$ cat src/rtl/lbc_regs.svh
`ifndef LBC_REGS_SVH
`define LBC_REGS_SVH

// frame geometry: 48 bits per frame, 4 channel slots of 2B+D
`define LBC_FRAME_BITS 48
`define LBC_NUM_IF 4
// channel select bits
`define LBC_CH_B1 0
`define LBC_CH_B2 1
`define LBC_CH_D 2
// substitute pattern for non-transparent loop 2 forward path (loop 3 uses l3_pattern_bit)
`define LBC_SUB_PAT 1'b1
// logical loop modification mask (inverts looped bit)
`define LBC_LOG_XOR 1'b1

`endif

$ cat src/rtl/lbc_pkg.sv
package lbc_pkg;
    // loopback type
    typedef enum logic [1:0] {
        LBC_COMPLETE = 2'h0,
        LBC_PARTIAL = 2'h1,
        LBC_LOGICAL = 2'h2
    } lbc_type_t;
    // channel that the current bit belongs to
    typedef enum logic [1:0] {
        LBC_SLOT_B1 = 2'h0,
        LBC_SLOT_B2 = 2'h1,
        LBC_SLOT_D = 2'h2,
        LBC_SLOT_OTH = 2'h3
    } lbc_slot_t;
    // loop state machine, one-hot
    typedef enum logic [2:0] {
        LBC_ST_IDLE = 3'h1,
        LBC_ST_LOOP2 = 3'h2,
        LBC_ST_LOOP3 = 3'h4
    } lbc_state_t;
endpackage : lbc_pkg

$ cat src/rtl/lbc_loop.sv
`timescale 1ns/1ns
`include "lbc_regs.svh"
module lbc_loop (
    // clock and reset
    input wire logic clk,
    input wire logic arst_n,
    // bit stream from the exchange side (network direction)
    input wire logic net_rx_bit,
    input wire logic net_rx_valid,
    output logic net_rx_ready,
    input wire logic [1:0] net_rx_slot,
    input wire logic net_rx_frame_start,
    // bit stream towards the user side
    output logic usr_tx_bit,
    output logic usr_tx_valid,
    input wire logic usr_tx_ready,
    // bit stream from the user side
    input wire logic usr_rx_bit,
    // bit stream back towards the exchange
    output logic net_tx_bit,
    // loop 2 control, from layer 1 signals of the exchange
    input wire logic l1_loop2_req,
    input wire logic [1:0] l1_loop2_type,
    input wire logic l1_loop2_transp,
    // loop 3 control, from layer 3 or local maintenance
    input wire logic l3_loop3_req,
    input wire logic [1:0] l3_loop3_if,
    input wire logic [1:0] l3_loop3_type,
    input wire logic l3_loop3_transp,
    input wire logic [2:0] l3_chan_sel,
    input wire logic l3_pattern_bit,
    // which interface the current bit belongs to
    input wire logic [1:0] cur_if,
    // status
    output logic loop2_active,
    output logic [3:0] loop3_active
);

    ////////////////////////////////////////////////////////////////////////
    // decode of whether the current bit lies in a selected channel
    // framing and other overhead slots are never selected, so a partial
    // or logical loop can never corrupt the frame alignment word
    function automatic logic lbc_sel(input logic [1:0] slot, input logic [2:0] sel);
        logic r;
        r = 1'b0;
        unique case (lbc_pkg::lbc_slot_t'(slot))
            lbc_pkg::LBC_SLOT_B1: r = sel[`LBC_CH_B1];
            lbc_pkg::LBC_SLOT_B2: r = sel[`LBC_CH_B2];
            lbc_pkg::LBC_SLOT_D: r = sel[`LBC_CH_D];
            lbc_pkg::LBC_SLOT_OTH: r = 1'b0;
        endcase
        return r;
    endfunction : lbc_sel

    // looped value of one bit for a given loop type
    // the spare type code falls back to the normal user bit, so a bad
    // request can only fail safe, never loop unselected traffic
    function automatic logic lbc_ret(input logic [1:0] ty, input logic inb, input logic insel,
                                     input logic normal);
        logic r;
        r = normal;
        unique case (lbc_pkg::lbc_type_t'(ty))
            lbc_pkg::LBC_COMPLETE: r = inb;
            lbc_pkg::LBC_PARTIAL: r = insel ? inb : normal;
            lbc_pkg::LBC_LOGICAL: r = insel ? (inb ^ `LBC_LOG_XOR) : normal;
            default: r = normal;
        endcase
        return r;
    endfunction : lbc_ret

    ////////////////////////////////////////////////////////////////////////
    // two-entry skid buffer in the user-facing path
    logic [1:0] buf_d_reg, buf_d_next;
    logic [1:0] buf_s_reg, buf_s_next;
    logic [1:0] buf_cnt_reg, buf_cnt_next;
    logic buf_rd_reg, buf_rd_next;
    logic buf_wr_reg, buf_wr_next;

    ////////////////////////////////////////////////////////////////////////
    // loop control state; changes are latched only at frame start
    lbc_pkg::lbc_state_t st_reg, st_next;
    logic [1:0] ty_reg, ty_next;
    logic tr_reg, tr_next;
    logic [1:0] if_reg, if_next;
    logic [2:0] sel_reg, sel_next;
    logic [3:0] l3v_reg, l3v_next;
    logic frm_go;

    assign frm_go = net_rx_valid && net_rx_ready && net_rx_frame_start;

    // loop 2 has priority: it is mandatory and owned by the exchange
    always_comb
    begin
        st_next = st_reg;
        ty_next = ty_reg;
        tr_next = tr_reg;
        if_next = if_reg;
        sel_next = sel_reg;
        l3v_next = l3v_reg;
        if (frm_go)
        begin
            l3v_next = '0;
            if (l1_loop2_req)
            begin
                st_next = lbc_pkg::LBC_ST_LOOP2;
                ty_next = l1_loop2_type;
                tr_next = l1_loop2_transp;
                sel_next = 3'h7;
            end
            else if (l3_loop3_req)
            begin
                st_next = lbc_pkg::LBC_ST_LOOP3;
                ty_next = l3_loop3_type;
                tr_next = l3_loop3_transp;
                if_next = l3_loop3_if;
                sel_next = l3_chan_sel;
                l3v_next[l3_loop3_if] = 1'b1;
            end
            else
            begin
                st_next = lbc_pkg::LBC_ST_IDLE;
            end
        end
    end

    always_ff @(posedge clk or negedge arst_n)
    begin
        if (!arst_n)
        begin
            st_reg <= lbc_pkg::LBC_ST_IDLE;
            ty_reg <= 2'h0;
            tr_reg <= 1'b1;
            if_reg <= 2'h0;
            sel_reg <= 3'h0;
            l3v_reg <= 4'h0;
        end
        else
        begin
            st_reg <= st_next;
            ty_reg <= ty_next;
            tr_reg <= tr_next;
            if_reg <= if_next;
            sel_reg <= sel_next;
            l3v_reg <= l3v_next;
        end
    end

    ////////////////////////////////////////////////////////////////////////
    // per-bit datapath
    logic in_sel, looping, here, fwd_bit, ret_bit;
    logic net_tx_reg, net_tx_next;
    logic [1:0] st_oh_unused;

    assign looping = (st_reg != lbc_pkg::LBC_ST_IDLE);
    // loop 3 only applies to bits of the addressed interface
    assign here = (st_reg == lbc_pkg::LBC_ST_LOOP2) ||
                  ((st_reg == lbc_pkg::LBC_ST_LOOP3) && (cur_if == if_reg));
    assign in_sel = lbc_sel(net_rx_slot, sel_reg) || (ty_reg == 2'h0);

    always_comb
    begin
        // return path: looped bits go back, others keep the normal user stream
        ret_bit = usr_rx_bit;
        if (looping && here)
            ret_bit = lbc_ret(ty_reg, net_rx_bit, in_sel, usr_rx_bit);
        // forward path: transparent copies, non-transparent substitutes
        fwd_bit = net_rx_bit;
        if (looping && here && in_sel && !tr_reg)
            fwd_bit = (st_reg == lbc_pkg::LBC_ST_LOOP3) ? l3_pattern_bit : `LBC_SUB_PAT;
        net_tx_next = net_tx_reg;
        if (net_rx_valid && net_rx_ready)
            net_tx_next = ret_bit;
    end

    always_ff @(posedge clk or negedge arst_n)
    begin
        if (!arst_n)
            net_tx_reg <= 1'b1;
        else
            net_tx_reg <= net_tx_next;
    end

    ////////////////////////////////////////////////////////////////////////
    // buffer next-state: push forward bits, pop to user side
    logic push, pop;
    assign push = net_rx_valid && buf_wr_reg;
    assign pop = buf_rd_reg && usr_tx_ready;

    always_comb
    begin
        buf_d_next = buf_d_reg;
        buf_s_next = buf_s_reg;
        buf_cnt_next = buf_cnt_reg;
        if (pop)
        begin
            buf_d_next = {1'b0, buf_d_reg[1]};
            buf_cnt_next = buf_cnt_reg - 2'h1;
        end
        if (push)
        begin
            buf_d_next[buf_cnt_next[0]] = fwd_bit;
            buf_cnt_next = buf_cnt_next + 2'h1;
        end
        buf_s_next = buf_cnt_next;
        buf_rd_next = (buf_cnt_next != 2'h0);
        buf_wr_next = (buf_cnt_next != 2'h2); // stall stays honest at two
    end

    always_ff @(posedge clk or negedge arst_n)
    begin
        if (!arst_n)
        begin
            buf_d_reg <= 2'h3;
            buf_s_reg <= 2'h0;
            buf_cnt_reg <= 2'h0;
            buf_rd_reg <= 1'b0;
            buf_wr_reg <= 1'b1;
        end
        else
        begin
            buf_d_reg <= buf_d_next;
            buf_s_reg <= buf_s_next;
            buf_cnt_reg <= buf_cnt_next;
            buf_rd_reg <= buf_rd_next;
            buf_wr_reg <= buf_wr_next;
        end
    end

    assign st_oh_unused = buf_s_reg;
    assign net_rx_ready = buf_wr_reg;
    assign usr_tx_valid = buf_rd_reg;
    assign usr_tx_bit = buf_d_reg[0];
    assign net_tx_bit = net_tx_reg;
    assign loop2_active = st_reg[1];
    assign loop3_active = l3v_reg;

    ////////////////////////////////////////////////////////////////////////
    // checks
    a_complete_returns: assert property (@(posedge clk) disable iff (!arst_n)
        (st_reg == lbc_pkg::LBC_ST_LOOP2 && ty_reg == 2'h0 && net_rx_valid && net_rx_ready)
        |=> net_tx_bit == $past(net_rx_bit)) else $error("complete loop altered bit");
    a_partial_other: assert property (@(posedge clk) disable iff (!arst_n)
        (looping && here && ty_reg == 2'h1 && !in_sel && net_rx_valid && net_rx_ready)
        |=> net_tx_bit == $past(usr_rx_bit)) else $error("partial loop took unselected bit");
    a_logical_mod: assert property (@(posedge clk) disable iff (!arst_n)
        (looping && here && ty_reg == 2'h2 && in_sel && net_rx_valid && net_rx_ready)
        |=> net_tx_bit != $past(net_rx_bit)) else $error("logical loop not modified");
    a_transp_fwd: assert property (@(posedge clk) disable iff (!arst_n)
        (tr_reg && push && buf_cnt_reg == 2'h0) |=> usr_tx_bit == $past(net_rx_bit))
        else $error("transparent forward differs");
    a_nontransp_sub: assert property (@(posedge clk) disable iff (!arst_n)
        (st_reg == lbc_pkg::LBC_ST_LOOP2 && !tr_reg && in_sel && push && buf_cnt_reg == 2'h0)
        |=> usr_tx_bit == `LBC_SUB_PAT) else $error("substitute missing");
    a_loop2_prio: assert property (@(posedge clk) disable iff (!arst_n)
        (frm_go && l1_loop2_req) |=> loop2_active && loop3_active == 4'h0)
        else $error("loop 2 not taken");
    a_loop3_one_if: assert property (@(posedge clk) disable iff (!arst_n)
        (frm_go && !l1_loop2_req && l3_loop3_req) |=> $onehot(loop3_active))
        else $error("loop 3 not per interface");
    a_frame_edge: assert property (@(posedge clk) disable iff (!arst_n)
        !frm_go |=> $stable(st_reg)) else $error("loop changed mid frame");

    ////////////////////////////////////////////////////////////////////////
    // further checks on the looped channels, the idle path and the buffer

    // selected bits of a partial loop come back untouched
    a_partial_sel: assert property (@(posedge clk) disable iff (!arst_n)
        (looping && here && ty_reg == 2'h1 && in_sel && net_rx_valid && net_rx_ready)
        |=> net_tx_bit == $past(net_rx_bit)) else $error("partial loop altered selected bit");

    // with no loop the user stream goes back to the exchange
    a_idle_pass: assert property (@(posedge clk) disable iff (!arst_n)
        (st_reg == lbc_pkg::LBC_ST_IDLE && net_rx_valid && net_rx_ready)
        |=> net_tx_bit == $past(usr_rx_bit)) else $error("idle path not normal");

    // non-transparent loop 3 forwards the locally made pattern
    a_loop3_pattern: assert property (@(posedge clk) disable iff (!arst_n)
        (st_reg == lbc_pkg::LBC_ST_LOOP3 && here && in_sel && !tr_reg && push && buf_cnt_reg == 2'h0)
        |=> usr_tx_bit == $past(l3_pattern_bit)) else $error("loop 3 pattern missing");

    // loop 3 lands on the interface that the request named
    a_loop3_target: assert property (@(posedge clk) disable iff (!arst_n)
        (frm_go && !l1_loop2_req && l3_loop3_req) |=> loop3_active[$past(l3_loop3_if)])
        else $error("loop 3 on wrong interface");

    // no loop state may linger once the block is idle
    a_idle_clear: assert property (@(posedge clk) disable iff (!arst_n)
        (st_reg == lbc_pkg::LBC_ST_IDLE) |-> (loop3_active == 4'h0 && !loop2_active))
        else $error("loop flag left while idle");

    // the buffer holds two entries at most
    a_buf_bound: assert property (@(posedge clk) disable iff (!arst_n)
        buf_cnt_reg != 2'h3)
        else $error("buffer count out of range");

    // a full buffer must refuse the next bit, or a stall would lose it
    a_buf_full: assert property (@(posedge clk) disable iff (!arst_n)
        (buf_cnt_reg == 2'h2) |-> !net_rx_ready)
        else $error("full buffer still ready");

    // an empty buffer must not offer a bit to the user side
    a_buf_empty: assert property (@(posedge clk) disable iff (!arst_n)
        (buf_cnt_reg == 2'h0) |-> !usr_tx_valid)
        else $error("empty buffer shows valid");

endmodule : lbc_loop

$ cat config.mk
export PLATFORM = sky130hd
export DESIGN_NAME = lbc_loop
export DESIGN_NICKNAME = d
export VERILOG_FILES = /design/src/rtl/lbc_pkg.sv /design/src/rtl/lbc_loop.sv
export VERILOG_INCLUDE_DIRS = /design/src /design/src/rtl
export SDC_FILE = /design/constraint.sdc
export NUM_CORES = 1
export LEC_CHECK = 0
export ABC_AREA = 1
export CORE_UTILIZATION = 50
export DETAILED_ROUTE_END_ITERATION = 12
export DONT_BUFFER_PORTS = 1
export GPL_ROUTABILITY_DRIVEN = 0
export MAX_ROUTING_LAYER = met4
export SLEW_MARGIN = 20
export SYNTH_ARGS = -nofsm -noshare
export SYNTH_HDL_FRONTEND = slang
export SYNTH_SLANG_ARGS = --single-unit
$ cat constraint.sdc
create_clock -name clk -period 2.2 [get_ports clk]
set_input_delay 0.33 -clock clk [delete_from_list [all_inputs] [get_ports clk]]
set_output_delay 0.33 -clock clk [all_outputs]
set_load 0.02 [all_outputs]
* Word-level counts from Yosys, hierarchy flattened
Cells that the tools add are included.
** Operators by class
- Equality and inequality tests :: 10
- Reduce and logical (&&, ||, !) cells :: 18
- Magnitude comparators :: 4
- Add/subtract/negate cells :: 2
- Bitwise logic cells :: 2
- Mux-type cells :: 26
** Operators by type and width (number)
- 2-bit 2-to-1 mux :: 6
- 3-bit 2-to-1 mux :: 4
- 1-bit logical AND :: 9
- 1-bit 2-to-1 mux :: 9
- 4-bit 2-to-1 mux :: 2
- 2-bit equality test, second input constant :: 3
- 2-bit by 1-bit equality test with 1-bit output, second input constant :: 2
- 2-bit logical NOT :: 2
- 1-bit case mux with 4 select lines :: 1
- 2-bit nonzero test :: 2
- 3-bit by 2-bit equality test with 1-bit output, second input constant :: 1
- 3-bit equality test, second input constant :: 1
- 2-bit by 3-bit < comparator with 1-bit output, second input constant :: 1
- 3-bit by 1-bit inequality test with 1-bit output, second input constant :: 1
- 1-bit case mux with 3 select lines :: 1
- 3-bit AND reduction :: 1
- 2-bit by 1-bit adder with 2-bit output, second input constant :: 1
- 2-bit bitwise mux :: 1
- 1-bit demux with 2-bit select :: 1
- 2-bit equality test :: 1
- 2-bit by 1-bit greater-or-equal comparator with 1-bit output, second input constant :: 1
- 1-bit logical OR :: 2
- 1-bit by 2-bit < comparator with 1-bit output, second input constant :: 1
- 2-bit inequality test, second input constant :: 1
- 6 further kinds :: 7
** Word-level totals
- Word-level logic and storage cells :: 73
- Input bits :: 25
- Register bits after elaboration :: 22
- Output and inout bits :: 9

* Logic depth before layout (Yosys ltp)
- Depth in word-level cells :: 9
- Depth in mapped cells :: 10
- Gate-level depth less buffers :: 10

* Worst setup path before layout
No wires, ideal clock.
- Kind :: reg2reg
- Start :: reg buf_wr_reg (netlist: net_rx_ready)
- End :: reg l3v_reg[0] (netlist: loop3_active[0])
- Clock period less this slack :: 1.419 ns
- Path slack :: 0.781 ns
- Data required time :: 2.105 ns
- Library setup time :: 0.095 ns
- Stages on the path, launching flop included :: 9
- Arrival time :: 1.324 ns
- Buffers on the path :: 0
- Cells stage by stage :: dfstp_2 nand2_2 inv_2 nand2_4 inv_2 nand2_4 nor2_4 inv_1 o31ai_1
** On the way
- Word-level cells in the longest chain between the ends :: 2
** Ends and longest elaborated chain
- from (decl) :: RTL line lbc_loop.sv:77 : logic buf_wr_reg, buf_wr_next;
- from (signal assigned) :: RTL line lbc_loop.sv:225 : buf_wr_reg <= buf_wr_next;
- 1-bit logical AND (2 in a row) :: RTL line lbc_loop.sv:89 : assign frm_go = net_rx_valid && net_rx_ready && net_rx_frame_start;
- to (signal assigned) :: RTL line lbc_loop.sv:144 : l3v_reg <= l3v_next;
- to (decl) :: RTL line lbc_loop.sv:86 : logic [3:0] l3v_reg, l3v_next;
Every way passes these cells.
A chain may end at the register's enable or synchronous reset.

* Worst setup path in the final report
Ends and elaborated chain as after synthesis.

==> summary.txt <==
Status
  – Status: completed

Floorplanning
  – FP Rows: 16
  – IO Pins: 34
  – Core box area: 0.002042 mm^2
  – Total die area: 0.002443 mm^2
  – Die height: 49.43 um
  – Die Wd: 49.43 um
  – Initial Util: 55.09%

Drt
  – DRT Pass-1 Iters: 4
  – DRC viols: 0
  – DR iter-0 viols: 8
  – Detailed Route WL: 2140 um
  – Via Count: 908
  – Final ANT Viol Nets: 0
  – Vias/cell: 5.249
  – Routed len/inst: 12.37 um

Synthesis
  – Syn Nets: 166
  – Distinct cells, synth: 23
  – Synth area leaders: dfrtp_1 (36%), dfstp_2 (14%), nand2_1 (13%)
  – XOR/XNOR share of the synthesized area: 0.7786%
  – Synth Register Bits: 22
  – Mapped Avg Cell Area: 7.978 um^2
  – Synth Warn #: 0
  – Post-synthesis mux area share: 0.8899%
  – Combinational family with the most area after synthesis: simple AND/OR/NAND/NOR gates
  – Number of flops mapped to enable cells by yosys: 0
  – Register area share after synthesis: 49.61%
  – Synth Instances: 141
  – Synth Area in Adders: 0%
  – Share of Yosys cell area claimed by the top area cell type: 35.60%
  – Synthesized area: 0.001125 mm^2
  – Post-synthesis simple-gate area fraction: 28.81%
  – Main synth FF type: dfrtp_1
  – Yosys top cell by area: dfrtp_1
  – Async S/R FF share, synth: 100.0%
  – Area fraction in compound gates after synthesis: 11.46%

Power and ir drop
  – VDD IR max: 613.5 uV
  – PwrDens: 1183 mW/mm^2
  – LEAKAGE: 0.6339 nW
  – Total power: 0.001426 W

Timing
  – Final critical-path setup slack: 0.6420 ns
  – Period utilisation layout: 70.82%
  – Fin. max-slew vios: 0
  – Unrepaired setup endpoints after global routing: false
  – Slew headroom: 68.65%
  – Fmax: 641.9 MHz
  – Tmin final: 1.558 ns
  – Clock skew: 0.001305 ns
  – Setup tns final: 0 ns
  – Final hold viol count: 0
  – Final Setup Violations: 0
  – Slew at the pin closest to its max-slew limit: 0.4703 ns

Cells and area
  – Antenna cells: 0
  – Layout Nets: 172
  – Max FFs per register: 4
  – Layout cells sized above 1: 15.75%
  – Layout area overhead: 7.119%

Worst setup path
  – CP startpoint kind: flop
  – Critical-path top delay cell: dfstp_2
  – CP Data Arrival Time: 1.78 ns
  – Crit-path cells: nand2_2, inv_2, nand2_4, inv_2, nand2_4, nor2_4, inv_1, o31ai_1
  – Slowest cell delay on critical path: 0.62 ns
  – CP endpoint kind: flop
  – Crit path max fanout: 7
  – Critical path type: flop to flop
  – CP Data Required Time: 2.42 ns

Clocking
  – Post CTS Setup Buffer Count: 0
  – Post-cts resize count: 0
  – CTS clock-pin slew for the worst setup and hold paths: 0.12 ns
  – Clk sink count: 22
  – Number of buffers created by CTS: 3
  – Worst-Skew Late Latency: 0.30 ns
  – Clk root buf: clkbuf_4
  – Maximum buffer depth of the clock tree: 2
  – H-Tree Depth: 1
  – TritonCTS clock tree: done

Global route
  – Number of global-route vias before repair: 897
  – First-pass GRT wire length: 3670 um
  – Initial antenna violation count: 0
  – All-Layer GR Usage: 20.68%
  – Largest net degree at the start of global routing: 23
  – Total grt overflow: 0

Placement
  – Worst slack at placement: 0.6442 ns
  – Final HPWL DP: 1692 um
  – I/O Buffers: 0

Hold path
  – HP Class: input port to flop

Run
  – Total of max-cap violations: 0
==> cell families after synthesis <==
kind of cell | count (synthesis)
AND/OR/NAND/NOR | 71
buffers and inverters | 25
flip-flops | 22
AO/OA/AOI/OAI | 21
XOR/XNOR | 1
multiplexers | 1
==> final timing paths <==
check | start | slack (ns) | end | cells past startpoint
hold reg to reg | st_reg[0]$_DFFE_PN1P_ | 0.50 | st_reg[0]$_DFFE_PN1P_ | 2
max in group asynchronous | arst_n | 1.30 | net_rx_ready$_DFF_PN1_ | 2
min in group asynchronous | arst_n | 0.55 | ty_reg[1]$_DFFE_PN0P_ | 2
hold / removal | l3_loop3_if[1] | 0.10 | loop3_active[0]$_DFFE_PN0P_ | 1
setup / recovery | net_rx_ready$_DFF_PN1_ | 0.64 | loop3_active[0]$_DFFE_PN0P_ | 8
setup reg to reg | net_rx_ready$_DFF_PN1_ | 0.64 | loop3_active[0]$_DFFE_PN0P_ | 8
==> area by class of cell <==
class / count / area [um^2]
multi-input combinational: 94 / 471.7
fill: 208 / 837.1
sequential: 22 / 558.0
clock buffer: 4 / 36.28
timing repair buffer: 2 / 15.01
tap: 27 / 33.78
inverter: 24 / 90.09
==> stage by stage <==
| stage | util (%) | instance area (um^2) | hold slack, ns | std cells |
|---|---|---|---|---|
| 2_1_floorplan | - | 1125 | 0.03441 | 141 |
| 3_3_place_gp | 56.50 | 1154 | 0.03489 | 167 |
| 3_5_place_dp | 56.50 | 1154 | 0.03499 | 167 |
| 4_1_cts | 58.76 | 1200 | 0.09807 | 172 |
| 5_1_grt | 59.01 | 1205 | 0.09332 | 173 |
| 6_report | 59.01 | 1205 | 0.1032 | 173 |
==> cells in the mapped netlist (2+ instances only) <==
cell type,number
nand3_1,12
dfstp_2,6
nand2_1,40
dfrtp_1,16
o21ai_0,12
o211ai_1,2
nand2_4,2
nor2_1,8
inv_2,3
nand2_2,4
a21oi_1,3
inv_1,21
nor3_1,2
==> metal layers <==
| layer | up-vias | GRT usage [%] | routed length [um] | part of all wire (%) |
|---|---|---|---|---|
| met4 | 0 | 7.143 | 27 | 1.3 |
| met3 | 4 | 5.607 | 140 | 6.5 |
| met1 | 421 | 22.95 | 902 | 42 |
| met5 | - | - | 0 | 0 |
| li1 | 455 | - | - | - |
| met2 | 28 | 35.62 | 1070 | 50 |
==> cells in the final DEF (no fill, tap or decap), types with 2 or more instances in the layout <==
cell type | Yosys | routed
a21oi_1 | 3 | 3
clkbuf_4 | 0 | 3
dfrtp_1 | 16 | 16
dfstp_2 | 6 | 6
inv_1 | 21 | 21
inv_2 | 3 | 3
nand2_1 | 40 | 40
nand2_2 | 4 | 4
nand2_4 | 2 | 2
nand3_1 | 12 | 12
nor2_1 | 8 | 8
nor3_1 | 2 | 2
o211ai_1 | 2 | 2
o21ai_0 | 12 | 12
==> timing repair <==
| action | in CTS | in global routing |
|---|---|---|
| setup endpoints to repair | 0 | 0 |
| hold buffers | 1 | 1 |
| endpoints found under the hold margin | 22 | 16 |
==> power by group <==
| part | internal, W | total [W] | switching [W] | leakage, nW |
|---|---|---|---|---|
| sequential | 0.000596 | 0.000747 | 0.000151 | 0.259 |
| clock | 0.000101 | 0.000219 | 0.000118 | 0.0210 |
| combinational | 0.000178 | 0.000460 | 0.000282 | 0.354 |
| total | 0.000874 | 0.00143 | 0.000551 | 0.634 |
==> critical path: cells and delay by family, from the launching register on <==
family	cells	cell delay, ns
and+or+nand+nor	4	0.42
buffers and inverters	3	0.27
DFF	1	0.62
AOI/OAI and AO/OA	1	0.18
Power figures use the tool's default switching activity.
